$ cat src/design/routing_pkg.sv
// Package with switch layouts, reset values, timing constants and carrier types.
package routing_pkg;

  // ---------------------------------------------------------------------------
  // Switch group reset values
  // ---------------------------------------------------------------------------
  localparam logic [7:0] BLOCK_SW_RESET = 8'h00;
  localparam logic [7:0] MATRIX1_RESET  = 8'hab;
  localparam logic [7:0] MATRIX2_RESET  = 8'ha5;
  localparam logic [7:0] MATRIX3_RESET  = 8'h00;
  localparam logic [7:0] FSEL_A_RESET   = 8'h00;
  localparam logic [7:0] FSEL_B_RESET   = 8'h00;
  localparam logic [7:0] SYS_SW_RESET   = 8'h07;

  // ---------------------------------------------------------------------------
  // Field positions (bit index = switch number minus one)
  // ---------------------------------------------------------------------------
  localparam int SYS_START_A_TO_C = 0;
  localparam int SYS_TRIP_TO_A    = 1;
  localparam int SYS_EARTH_LOW_TR = 2;
  localparam int SYS_ALL_TO_A     = 6;
  localparam int SYS_ALL_TO_B     = 7;
  localparam int FSA_TRIP_B_TO_A  = 3;
  localparam int FSB_HIGH_AR_A    = 6;
  localparam int FSB_EARTH_AR_C   = 7;
  localparam int BLK_BANK_SEL     = 4;
  localparam int BLK_LATCH_OC     = 5;
  localparam int BLK_LATCH_EF     = 6;
  localparam int BLK_REMOTE_RST   = 7;

  // Stage indices.
  localparam int ST_LOW_PHASE  = 0;
  localparam int ST_HIGH_PHASE = 1;
  localparam int ST_EARTH_LOW  = 2;
  localparam int ST_EARTH_HIGH = 3;

  // ---------------------------------------------------------------------------
  // Timing
  // ---------------------------------------------------------------------------
  localparam int CLK_MHZ         = 100;
  localparam int ALARM_DELAY_MS  = 40;
  localparam int ALARM_DELAY_CYC = ALARM_DELAY_MS * 1000 * CLK_MHZ;
  localparam int BACKUP_DELAY_MS = 100;
  localparam int BACKUP_DELAY_CYC = BACKUP_DELAY_MS * 1000 * CLK_MHZ;

  typedef struct packed {
    logic [3:0] start;
    logic [3:0] operate;
  } stage_sig_s;

  typedef struct packed {
    logic trip_line_a;
    logic trip_line_b;
    logic start_line_a;
    logic start_line_b;
    logic reclose_start_a;
    logic reclose_start_b;
    logic reclose_start_c;
  } lines_s;

endpackage

$ cat src/design/delay_timer.sv
// Delay qualifier: output rises after its input has stood high for a set count.
`timescale 1ns/1ps
`default_nettype none
module delay_timer #(
  parameter int CNT_W = 32
) (
  input  wire logic             core_clk,
  input  wire logic             rst_n,
  input  wire logic             enable,
  input  wire logic             level_in,
  input  wire logic [CNT_W-1:0] delay_cycles,
  output logic                  level_out
);

  logic [CNT_W-1:0] count_q;

  // The count restarts whenever the input drops, so only a persistent
  // condition reaches the output.
  always_ff @(posedge core_clk or negedge rst_n) begin
    if (!rst_n) begin
      count_q   <= '0;
      level_out <= 1'b0;
    end else if (!enable || !level_in) begin
      count_q   <= '0;
      level_out <= 1'b0;
    end else if (count_q + 1'b1 >= delay_cycles) begin
      level_out <= 1'b1;
    end else begin
      count_q <= count_q + 1'b1;
    end
  end

endmodule
`default_nettype wire

$ cat src/design/protection_signal_routing_matrix.sv
// Routing and conditioning matrix between four protection stages and outputs.
// Operation
// - Earth low trip with routing switch clear drives alarm b and inhibits reclose.
// - Trip-to-first-alarm switch copies every trip source onto alarm a.
// - Trip-to-second-alarm switch copies every trip source onto alarm b.
// - Alarm a and b may be delayed 40 ms when signalling operation.
// - Reclose in progress holds alarm a and b inactive.
// - function_select_a bit 4 delays trip_line_b into trip_line_a if fault persists.
// - function_select_b bit 7 routes high phase start to reclose_start_a.
// - function_select_b bit 8 routes both earth starts to reclose_start_c.
// - Blocking switches 1 to 4 let block_input block each stage.
// - Blocking switch 5 lets block_input select the second settings bank.
// - Blocking switches 6 and 7 latch trip_line_b for overcurrent and earth.
// - Blocking switch 8 lets block_input reset a latched output.
// - Odd bits of matrix one route starts to start_line_a and reclose_start_b.
// - Even bits of matrix one route operates to trip_line_b.
// - Odd bits of matrix two route operates to start_line_b.
// - Even bits of matrix two route operates to reclose_start_a.
// - Matrix three bits route start then operate of each stage to trip_line_a.
// - Switch group value is its bit weight sum; matrix defaults 171 and 165.
// - Earth low routing switch set links that stage's trip to main trip.
// - Main trip follows both trip lines; alarm a via second system switch.
// - Alarm c follows start_line_b, and start_line_a via first system switch.
`timescale 1ns/1ps
`default_nettype none
module protection_signal_routing_matrix #(
  parameter int ALARM_DELAY_CYC  = routing_pkg::ALARM_DELAY_CYC,
  parameter int BACKUP_DELAY_CYC = routing_pkg::BACKUP_DELAY_CYC
) (
  input  wire logic                   core_clk,
  input  wire logic                   rst_n,
  input  wire routing_pkg::stage_sig_s stage_in,
  input  wire logic                   block_input,
  input  wire logic                   reclose_in_progress,
  input  wire logic                   alarm_delay_en,
  input  wire logic                   sw_we,
  input  wire logic [2:0]             sw_sel,
  input  wire logic [7:0]             sw_wdata,
  output logic [7:0]                  blocking_control_switches,
  output logic [7:0]                  output_matrix_one,
  output logic [7:0]                  output_matrix_two,
  output logic [7:0]                  output_matrix_three,
  output logic [7:0]                  function_select_a,
  output logic [7:0]                  function_select_b,
  output logic [7:0]                  system_output_switches,
  output routing_pkg::lines_s         lines_q,
  output logic [3:0]                  stage_block_q,
  output logic                        second_bank_q,
  output logic                        main_trip_q,
  output logic                        alarm_out_a,
  output logic                        alarm_out_b,
  output logic                        alarm_out_c,
  output logic                        reclose_inhibit_q,
  output logic                        trip_b_latched_q
);

  // ---------------------------------------------------------------------------
  // Switch groups
  // ---------------------------------------------------------------------------
  localparam logic [2:0] SEL_BLOCK = 3'h0;
  localparam logic [2:0] SEL_M1    = 3'h1;
  localparam logic [2:0] SEL_M2    = 3'h2;
  localparam logic [2:0] SEL_M3    = 3'h3;
  localparam logic [2:0] SEL_FSA   = 3'h4;
  localparam logic [2:0] SEL_FSB   = 3'h5;
  localparam logic [2:0] SEL_SYS   = 3'h6;

  // Each group is held as its bit pattern, whose value is the weight sum.
  always_ff @(posedge core_clk or negedge rst_n) begin
    if (!rst_n) begin
      blocking_control_switches <= routing_pkg::BLOCK_SW_RESET;
      output_matrix_one         <= routing_pkg::MATRIX1_RESET;
      output_matrix_two         <= routing_pkg::MATRIX2_RESET;
      output_matrix_three       <= routing_pkg::MATRIX3_RESET;
      function_select_a         <= routing_pkg::FSEL_A_RESET;
      function_select_b         <= routing_pkg::FSEL_B_RESET;
      system_output_switches    <= routing_pkg::SYS_SW_RESET;
    end else if (sw_we) begin
      unique case (sw_sel)
        SEL_BLOCK: blocking_control_switches <= sw_wdata;
        SEL_M1:    output_matrix_one         <= sw_wdata;
        SEL_M2:    output_matrix_two         <= sw_wdata;
        SEL_M3:    output_matrix_three       <= sw_wdata;
        SEL_FSA:   function_select_a         <= sw_wdata;
        SEL_FSB:   function_select_b         <= sw_wdata;
        SEL_SYS:   system_output_switches    <= sw_wdata;
        default: begin
        end
      endcase
    end
  end

  // ---------------------------------------------------------------------------
  // Stage blocking and bank selection
  // ---------------------------------------------------------------------------
  logic [3:0] blk;
  logic [3:0] st;
  logic [3:0] op;
  logic       remote_rst;

  assign blk = {4{block_input}} & blocking_control_switches[3:0];
  assign st  = stage_in.start & ~blk;
  assign op  = stage_in.operate & ~blk;
  assign remote_rst = block_input
                    & blocking_control_switches[routing_pkg::BLK_REMOTE_RST];

  always_ff @(posedge core_clk or negedge rst_n) begin
    if (!rst_n) begin
      stage_block_q <= 4'h0;
      second_bank_q <= 1'b0;
    end else begin
      stage_block_q <= blk;
      second_bank_q <= block_input
                     & blocking_control_switches[routing_pkg::BLK_BANK_SEL];
    end
  end

  // ---------------------------------------------------------------------------
  // Output matrices
  // ---------------------------------------------------------------------------
  logic [3:0] m1_start;
  logic [3:0] m1_op;
  logic [3:0] m2_ss;
  logic [3:0] m2_ar;
  logic [3:0] m3_st;
  logic [3:0] m3_op;

  genvar g;
  generate
    for (g = 0; g < 4; g++) begin : g_stage
      assign m1_start[g] = st[g] & output_matrix_one[2*g];
      assign m1_op[g]    = op[g] & output_matrix_one[2*g+1];
      assign m2_ss[g]    = op[g] & output_matrix_two[2*g];
      assign m2_ar[g]    = op[g] & output_matrix_two[2*g+1];
      assign m3_st[g]    = st[g] & output_matrix_three[2*g];
      assign m3_op[g]    = op[g] & output_matrix_three[2*g+1];
    end
  endgenerate

  logic trip_b_oc_src;
  logic trip_b_ef_src;
  logic trip_b_raw;
  logic trip_b;
  logic latch_oc_q;
  logic latch_ef_q;
  logic backup_trip;
  logic trip_a;

  assign trip_b_oc_src = m1_op[routing_pkg::ST_LOW_PHASE] | m1_op[routing_pkg::ST_HIGH_PHASE];
  assign trip_b_ef_src = m1_op[routing_pkg::ST_EARTH_LOW] | m1_op[routing_pkg::ST_EARTH_HIGH];
  assign trip_b_raw    = trip_b_oc_src | trip_b_ef_src;

  // Latches hold trip_line_b after the source clears; the remote reset is a
  // level, so a standing fault re-latches as soon as the reset goes away.
  always_ff @(posedge core_clk or negedge rst_n) begin
    if (!rst_n) begin
      latch_oc_q <= 1'b0;
      latch_ef_q <= 1'b0;
    end else if (remote_rst) begin
      latch_oc_q <= 1'b0;
      latch_ef_q <= 1'b0;
    end else begin
      if (trip_b_oc_src && blocking_control_switches[routing_pkg::BLK_LATCH_OC]) begin
        latch_oc_q <= 1'b1;
      end
      if (trip_b_ef_src && blocking_control_switches[routing_pkg::BLK_LATCH_EF]) begin
        latch_ef_q <= 1'b1;
      end
    end
  end

  assign trip_b = trip_b_raw | latch_oc_q | latch_ef_q;

  delay_timer #(
    .CNT_W (32)
  ) u_backup (
    .core_clk     (core_clk),
    .rst_n        (rst_n),
    .enable       (function_select_a[routing_pkg::FSA_TRIP_B_TO_A]),
    .level_in     (trip_b_raw),
    .delay_cycles (32'(BACKUP_DELAY_CYC)),
    .level_out    (backup_trip)
  );

  assign trip_a = (|m3_st) | (|m3_op) | backup_trip;

  logic start_a;
  logic start_b;
  logic ar_a;
  logic ar_b;
  logic ar_c;

  assign start_a = |m1_start;
  assign ar_b    = |m1_start;
  assign start_b = |m2_ss;
  assign ar_a    = (|m2_ar)
                 | (st[routing_pkg::ST_HIGH_PHASE]
                    & function_select_b[routing_pkg::FSB_HIGH_AR_A]);
  assign ar_c    = (st[routing_pkg::ST_EARTH_LOW] | st[routing_pkg::ST_EARTH_HIGH])
                 & function_select_b[routing_pkg::FSB_EARTH_AR_C];

  // ---------------------------------------------------------------------------
  // System outputs
  // ---------------------------------------------------------------------------
  logic earth_low_to_trip;
  logic earth_low_signal;
  logic trip_all;
  logic alarm_a_src;
  logic alarm_b_src;
  logic alarm_a_del;
  logic alarm_b_del;

  assign earth_low_to_trip = system_output_switches[routing_pkg::SYS_EARTH_LOW_TR];
  assign earth_low_signal  = op[routing_pkg::ST_EARTH_LOW] & ~earth_low_to_trip;
  assign trip_all = trip_a | trip_b
                  | (op[routing_pkg::ST_EARTH_LOW] & earth_low_to_trip);

  assign alarm_a_src = ((trip_a | trip_b) & system_output_switches[routing_pkg::SYS_TRIP_TO_A])
                     | (trip_all & system_output_switches[routing_pkg::SYS_ALL_TO_A]);
  assign alarm_b_src = earth_low_signal
                     | (trip_all & system_output_switches[routing_pkg::SYS_ALL_TO_B]);

  // Delaying lets a reclose sequence start first, so a successful reclose
  // never raises a needless alarm.
  delay_timer #(
    .CNT_W (32)
  ) u_alarm_a_dly (
    .core_clk     (core_clk),
    .rst_n        (rst_n),
    .enable       (1'b1),
    .level_in     (alarm_a_src),
    .delay_cycles (32'(ALARM_DELAY_CYC)),
    .level_out    (alarm_a_del)
  );

  delay_timer #(
    .CNT_W (32)
  ) u_alarm_b_dly (
    .core_clk     (core_clk),
    .rst_n        (rst_n),
    .enable       (1'b1),
    .level_in     (alarm_b_src),
    .delay_cycles (32'(ALARM_DELAY_CYC)),
    .level_out    (alarm_b_del)
  );

  always_ff @(posedge core_clk or negedge rst_n) begin
    if (!rst_n) begin
      alarm_out_a <= 1'b0;
      alarm_out_b <= 1'b0;
    end else if (reclose_in_progress) begin
      alarm_out_a <= 1'b0;
      alarm_out_b <= 1'b0;
    end else begin
      alarm_out_a <= alarm_delay_en ? alarm_a_del : alarm_a_src;
      alarm_out_b <= alarm_delay_en ? alarm_b_del : alarm_b_src;
    end
  end

  always_ff @(posedge core_clk or negedge rst_n) begin
    if (!rst_n) begin
      lines_q           <= '0;
      main_trip_q       <= 1'b0;
      alarm_out_c       <= 1'b0;
      reclose_inhibit_q <= 1'b0;
      trip_b_latched_q  <= 1'b0;
    end else begin
      lines_q.trip_line_a     <= trip_a;
      lines_q.trip_line_b     <= trip_b;
      lines_q.start_line_a    <= start_a;
      lines_q.start_line_b    <= start_b;
      lines_q.reclose_start_a <= ar_a;
      lines_q.reclose_start_b <= ar_b;
      lines_q.reclose_start_c <= ar_c;
      main_trip_q       <= trip_all;
      alarm_out_c       <= start_b
                         | (start_a & system_output_switches[routing_pkg::SYS_START_A_TO_C]);
      reclose_inhibit_q <= earth_low_signal;
      trip_b_latched_q  <= latch_oc_q | latch_ef_q;
    end
  end

endmodule
`default_nettype wire

$ cat config.mk
export PLATFORM = sky130hd
export DESIGN_NAME = protection_signal_routing_matrix
export DESIGN_NICKNAME = d
export VERILOG_FILES = /design/src/design/routing_pkg.sv /design/src/design/delay_timer.sv /design/src/design/protection_signal_routing_matrix.sv
export SDC_FILE = /design/constraint.sdc
export NUM_CORES = 1
export LEC_CHECK = 0
export ABC_AREA = 0
export BUFFER_PORTS_ARGS = -buffer_cell sky130_fd_sc_hd__clkbuf_2
export CAP_MARGIN = 20
export CORE_MARGIN = 2
export CORE_UTILIZATION = 64
export DETAILED_ROUTE_END_ITERATION = 8
export GPL_ROUTABILITY_DRIVEN = 0
export GPL_TIMING_DRIVEN = 0
export PLACE_DENSITY_LB_ADDON = 0.3
export SETUP_SLACK_MARGIN = 0.15
export SLEW_MARGIN = 0
export SYNTH_ARGS = -nofsm -noshare
export SYNTH_HDL_FRONTEND = slang
export SYNTH_SLANG_ARGS = --single-unit
$ cat constraint.sdc
create_clock -name core_clk -period 7 [get_ports core_clk]
set_input_delay 1.05 -clock core_clk [delete_from_list [all_inputs] [get_ports core_clk]]
set_output_delay 1.05 -clock core_clk [all_outputs]
set_load 0.01 [all_outputs]
# After elaboration in Yosys (flattened, before gate mapping)
# Index checks and enable logic that the tools add are counted.
[totals] regBits=174 input_bits=25 wordCells=141
[classes] addsub=3 magnitude_cmp=3 eq_ne=11 n_mux=20 bitwise=54 n_reduce_logical=21
[op_table] operator="$mux W32" count=6
[op_table] operator="$add A32 B1 Y32 const B" count=3
[op_table] operator="$ge A32 B22 Y1 const B" count=2
[op_table] operator="$and A1 B1 Y1" count=34
[op_table] operator="$ge A32 B24 Y1 const B" count=1
[op_table] operator="$reduce_or A4 Y1" count=5
[op_table] operator="$or A1 B1 Y1" count=15
[op_table] operator="$mux W1" count=14
[op_table] operator="$reduce_and A2 Y1" count=7
[op_table] operator="$and A4 B4 Y4" count=3
[op_table] operator="$eq A3 B3 Y1 const B" count=3
[op_table] operator="$eq A3 B2 Y1 const B" count=2
[op_table] operator="$ne A2 B1 Y1 const B" count=3
[op_table] operator="$reduce_bool A2 Y1" count=3
[op_table] operator="$ne A2 B2 Y1 const B" count=2
[op_table] operator="$not A4 Y4" count=1
[op_table] operator="$eq A3 B1 Y1 const B" count=1
[op_table] operator="$logic_not A3 Y1" count=1
[op_table] operator="$logic_and A1 B1 Y1" count=2
[op_table] operator="$logic_not A1 Y1" count=2
[op_table] operator="$logic_or A1 B1 Y1" count=1
[op_table] operator="$not A1 Y1" count=1

# Logic depth before layout (Yosys ltp)
[depth] depth_word=14 depth_mapped=12 ltp_nobuf=9

# Hierarchy
# A second synthesis with hierarchy kept.
[hier_totals] hier_cells=1276 hier_area_um2=12162.9
[by_module_without_submodules] mod="delay_timer (u_alarm_a_dly ...)" instances=2 cells_each=357 area_each_um2=3020.4
[by_module_without_submodules] mod="protection_signal_routing_matrix" instances=1 cells_each=208 area_each_um2=3079.2
[by_module_without_submodules] mod="delay_timer (u_alarm_b_dly)" instances=1 cells_each=354 area_each_um2=3042.9

# Least setup slack after synthesis
# Ideal clock, no wire load.
[synth_path] kind="in2reg" start="input port block_input" end="register u_alarm_b_dly.count_q[0]" setup_time_ps=132 t_arrival_ps=2774 slack_ps=4094 stages=9 n_path_buf=3 cell_sequence="clkbuf_1 a21boi_0 a32oi_1 nand3_1 o31ai_1 nor2b_1 clkbuf_1 clkbuf_1 nor2_1"
[synth_via] elab_chain_cells=13 word_cells_on_any_way=33 classes_between="eq/ne: 1; mux: 1; bitwise: 29; reduce/logical: 2"
[synth_lines] element="start, declared" line="protection_signal_routing_matrix.sv:33" rtl="input wire logic block_input,"
[synth_lines] element="$and A4 B4 Y4 *" line="protection_signal_routing_matrix.sv:101" rtl="assign blk = {4{block_input}} & blocking_control_switches[3:0];"
[synth_lines] element="$not A4 Y4 *" line="protection_signal_routing_matrix.sv:103" rtl="assign op = stage_in.operate & ~blk;"
[synth_lines] element="$and A4 B4 Y4 *" line="protection_signal_routing_matrix.sv:103"
[synth_lines] element="$and A1 B1 Y1" line="protection_signal_routing_matrix.sv:132" rtl="assign m1_op[g] = op[g] & output_matrix_one[2*g+1];"
[synth_lines] element="$or A1 B1 Y1, on equally long branches" line="protection_signal_routing_matrix.sv:149, protection_signal_routing_matrix.sv:150"
[synth_lines] element="$or A1 B1 Y1 *" line="protection_signal_routing_matrix.sv:151" rtl="assign trip_b_raw = trip_b_oc_src | trip_b_ef_src;"
[synth_lines] element="$or A1 B1 Y1 * (2 in a row)" line="protection_signal_routing_matrix.sv:172" rtl="assign trip_b = trip_b_raw | latch_oc_q | latch_ef_q;"
[synth_lines] element="named net trip_b" line="protection_signal_routing_matrix.sv:143" rtl="logic trip_b;"
[synth_lines] element="$or A1 B1 Y1 *" line="protection_signal_routing_matrix.sv:215" rtl="assign trip_all = trip_a | trip_b"
[synth_lines] element="$or A1 B1 Y1 *" line="protection_signal_routing_matrix.sv:216" rtl="| (op[routing_pkg::ST_EARTH_LOW] & earth_low_to_trip);"
[synth_lines] element="$and A1 B1 Y1 *" line="protection_signal_routing_matrix.sv:221" rtl="| (trip_all & system_output_switches[routing_pkg::SYS_ALL_TO_B]);"
[synth_lines] element="$or A1 B1 Y1 *" line="protection_signal_routing_matrix.sv:221"
[synth_lines] element="$ne A2 B2 Y1 (no source line) / $mux W32 (equally long branches)"
[synth_lines] element="end signal, assigned" line="delay_timer.sv:29" rtl="count_q <= count_q + 1'b1;"
[synth_lines] element="end, declared" line="delay_timer.sv:15" rtl="logic [CNT_W-1:0] count_q;"
# The timed path passes the listed nets; every way through them passes the cells marked *.
# A chain may end at the register's enable or synchronous reset.

# Worst setup path in the final report
[layout_path] start="register u_backup.count_q[7]" end="register u_backup.count_q[20]"
[layout_via] elab_chain_cells=3 word_cells_on_any_way=5 classes_between="add/sub: 1; order compare: 1; eq/ne: 1; mux: 2"
[layout_lines] element="start, declared" line="delay_timer.sv:15"
[layout_lines] element="start signal, assigned" line="delay_timer.sv:29"
[layout_lines] element="$add A32 B1 Y32 *" line="delay_timer.sv:26, delay_timer.sv:29"
[layout_lines] element="$ge A32 B24 Y1 / $mux W32 (equally long branches)" line="delay_timer.sv:26" rtl="end else if (count_q + 1'b1 >= delay_cycles) begin"
[layout_lines] element="$ne A2 B1 Y1 (no source line) / $mux W32 (equally long branches)"
# Mark *: on every way between the ends. The rest lies on a longest branch, timed or not. The select of a mux whose other input is x is not followed.

==> metrics.cfg <==
[run_status]
status=complete, no violations

[logic_synthesis]
synth.top_cell.area_share_pct=44.42
synth_edf_count=0
async_flop_share_pct=100.0
ys_top_cells_by_area=dfrtp_1 (44%), mux2_2 (7.2%), a21oi_1 (3.9%)
syn_area_mm2=0.009126
ys_warn_count=0
syn_area_per_cell_um2=10.01
synth.distinct_cells=69
synth_nets=940
synth_largest_area_cell=dfrtp_1
synth_seq_cells=174
synth_cells=912
ys_seq_area_share_pct=47.87
synth_ff_type=dfrtp_1

[clock_network]
worstSkewPairLatency_ns=0.45
cts.htree.levels=4
postCtsSetupRepairBufs=0
clock-sinks=174
cts_hold_buf=0
cts.clk_slew.worst_paths_ns=0.07
cts_tree=built
clockBufferDepth=2
cts-root-buf=clkbuf_16
cts_buffers=17
ctsResizeCount=0

[routing]
remaining_drc_errors=0
antenna_left=0
vias=8339
first_pass_iters=7
vias_per_cell=6.813
drt_iter0_drc=1208
wl_per_cell_um=20.23
totalWireLength_um=24760

[worst_setup_path]
critPathCaptureType=register
crit_required_ns=7.36
crit_arrival_ns=4.24
path_max_fanout=10
criticalPathCategory=reg -> reg
startpoint_type=register

[hold_path]
hp-class=reg -> reg

[power_and_ir_drop]
swShare_pct=31.76
pwr-share-clk_pct=36.7
p_leak_nw=4.483
pwr-share-comb_pct=17.4
power_switching_uw=852.3
fin_total_pwr_mw=2.683
p_seq_share_pct=45.9
power.internal_mw=1.831
powerDensity_mw_per_mm2=255.7
ir_worst_vdd_mv=0.2475

[cells_and_area]
post_route_cells_drive_above_1_share_pct=22.70
area_growth_pct=15.01
nets=1059
n_antenna_cell=0

[floorplan]
num_rows=43
dieArea_mm2=0.01523
core_mm2=0.01388
start_util_pct=65.75
fp.dieH_um=123.4
design.portCount=99
die_x_um=123.4

[global_routing]
grt_use_total_pct=33.84
overflow=0
first_global_vias=8088
antenna_found_initial=0
grt_pass1_wl_um=40200
grt_max_degree=120

[timing]
worstMarginPinSlew_ns=1.002
slew_viol_final=0
slew_headroom_pct=32.64
finalCritPeriodShare_pct=55.46
max_freq_mhz=257.6
fin_tns_setup_ns=0
setup_viol=0
rsz0062_at_grt=no
hold_viol=0
finClkSkew_ns=0.01527
setup_ws_ns=3.117
min_period_ns=3.883

[placement]
preCtsSetupSlack_ns=3.089
dp_hpwl_um=16150
io_buffers=95

[flow_run]
maxCapViolCount=0

[final cells by class]
class                      count  area (µm²)
buffer                        55       240.2
sequential                   174        4369
tap                          180       225.2
clock buffer                  17       425.4
clock inverter                15       185.2
fill                         932        3385
timing repair buffer         100       534.3
inverter                      17       63.81
multi-input combinational    666        4453
[sequential cells by signal, summed over array words and instances (netlist names)]
name	count
u_alarm_a_dly.count_q	32
u_alarm_b_dly.count_q	32
u_backup.count_q	32
blocking_control_switches	8
function_select_a	8
function_select_b	8
output_matrix_one	8
output_matrix_three	8
output_matrix_two	8
system_output_switches	8
lines_q	6
stage_block_q	4
alarm_out_a	1
alarm_out_b	1
alarm_out_c	1
latch_ef_q	1
latch_oc_q	1
main_trip_q	1
reclose_inhibit_q	1
second_bank_q	1
trip_b_latched_q	1
u_alarm_a_dly.level_out	1
u_alarm_b_dly.level_out	1
u_backup.level_out	1
[metrics by stage]
step,area (µm²),utilization (%),hold WS (ns),instances
2_1_floorplan,9126,-,0.4365,912
3_3_place_gp,9827,70.80,0.4774,1187
3_5_place_dp,9868,71.09,0.4740,1189
4_1_cts,10480,75.49,0.4971,1221
5_1_grt,10500,75.62,0.5252,1224
6_report,10500,75.62,0.4973,1224
[worst max-delay path, stage by stage (launching register included)]
cell	delay [ns]
dfrtp_1	0.33
buf_2	0.19
nand3_2	0.20
nor4_2	0.90
nand2_1	0.37
xor2_1	0.23
a211oi_1	0.34
o211a_1	0.24
buf_2	0.23
clkbuf_1	0.46
o31ai_1	0.17
a21oi_1	0.15
[worst paths after layout]
check / from / end / slack (ns) / cells past startpoint
max: u_backup.count_q[7]$_DFFE_PN0P_ / u_backup.count_q[20]$_DFFE_PN0P_ / 3.12 / 11
min reg2reg: u_backup.level_out$_DFFE_PN0P_ / u_backup.level_out$_DFFE_PN0P_ / 0.50 / 1
max in group asynchronous: rst_n / u_alarm_b_dly.count_q[3]$_DFFE_PN0P_ / 5.53 / 2
min in group asynchronous: rst_n / function_select_a[5]$_DFFE_PN0P_ / 0.56 / 1
min: u_backup.level_out$_DFFE_PN0P_ / u_backup.level_out$_DFFE_PN0P_ / 0.50 / 1
max reg2reg: u_backup.count_q[7]$_DFFE_PN0P_ / u_backup.count_q[20]$_DFFE_PN0P_ / 3.12 / 11
[logic make-up (layout without fill, tap and decap cells)]
| kind of cell | Yosys count | in the layout | share of synthesized area, % |
|---|---|---|---|
| adder cells (fa/ha/maj) | 3 | 3 | 0.4113 |
| flip-flops | 174 | 174 | 47.87 |
| AO/OA/AOI/OAI | 204 | 204 | 14.53 |
| AND/OR/NAND/NOR | 373 | 373 | 23.83 |
| multiplexers | 71 | 71 | 8.582 |
| buffers and inverters | 72 | 204 | 3.331 |
| XOR/XNOR | 15 | 15 | 1.440 |
[cells in the final DEF, fill, tap and decap left out, types with 12 or more instances in the layout]
| cell type | instances |
|---|---|
| inv_1 | 17 |
| mux2i_1 | 13 |
| a21oi_1 | 71 |
| dfrtp_1 | 162 |
| nor2_1 | 41 |
| nand4_1 | 30 |
| or4_1 | 44 |
| nor3_1 | 18 |
| nand3_1 | 47 |
| clkbuf_16 | 17 |
| and3_1 | 41 |
| o21ai_0 | 31 |
| and4_1 | 12 |
| or3_1 | 31 |
| mux2_2 | 58 |
| clkbuf_2 | 95 |
| buf_2 | 17 |
| dfstp_2 | 12 |
| o31ai_1 | 40 |
| nand2_1 | 60 |
| clkbuf_1 | 37 |
[synth_stat cells, types with 8 or more instances]
library cell and number:
nand4_1 30, o21ai_0 31, mux2i_1 13, and4_1 12, nand2_1 60, nand3_1 47
nor2_1 41, mux2_2 58, o31ai_1 40, xor2_1 8, buf_2 14, or3_1 31
and3_1 41, nor4_1 8, dfrtp_1 162, inv_1 17, nor3_1 18, a21oi_1 71
dfstp_2 12, or4_1 44, clkbuf_1 37
[metal layers]
layer | track usage, % | share of wire [%] | wire length, µm
met1 | 43.17 | 40 | 9906
met2 | 55.08 | 49 | 12160
met3 | 9.041 | 8.5 | 2095
met4 | 13.57 | 2.4 | 590
met5 | 0 | 0 | 0
[power groups by stage]
stage,combinational [mW],sequential [mW],clock [mW]
5_1_grt,0.503,1.24,1.04
4_1_cts,0.466,1.23,0.989
6_report,0.468,1.23,0.985
3_5_place_dp,0.457,1.24,0
2_1_floorplan,0.204,1.27,0
3_3_place_gp,0.439,1.23,0
No activity file was read; power rests on OpenSTA's default activity.
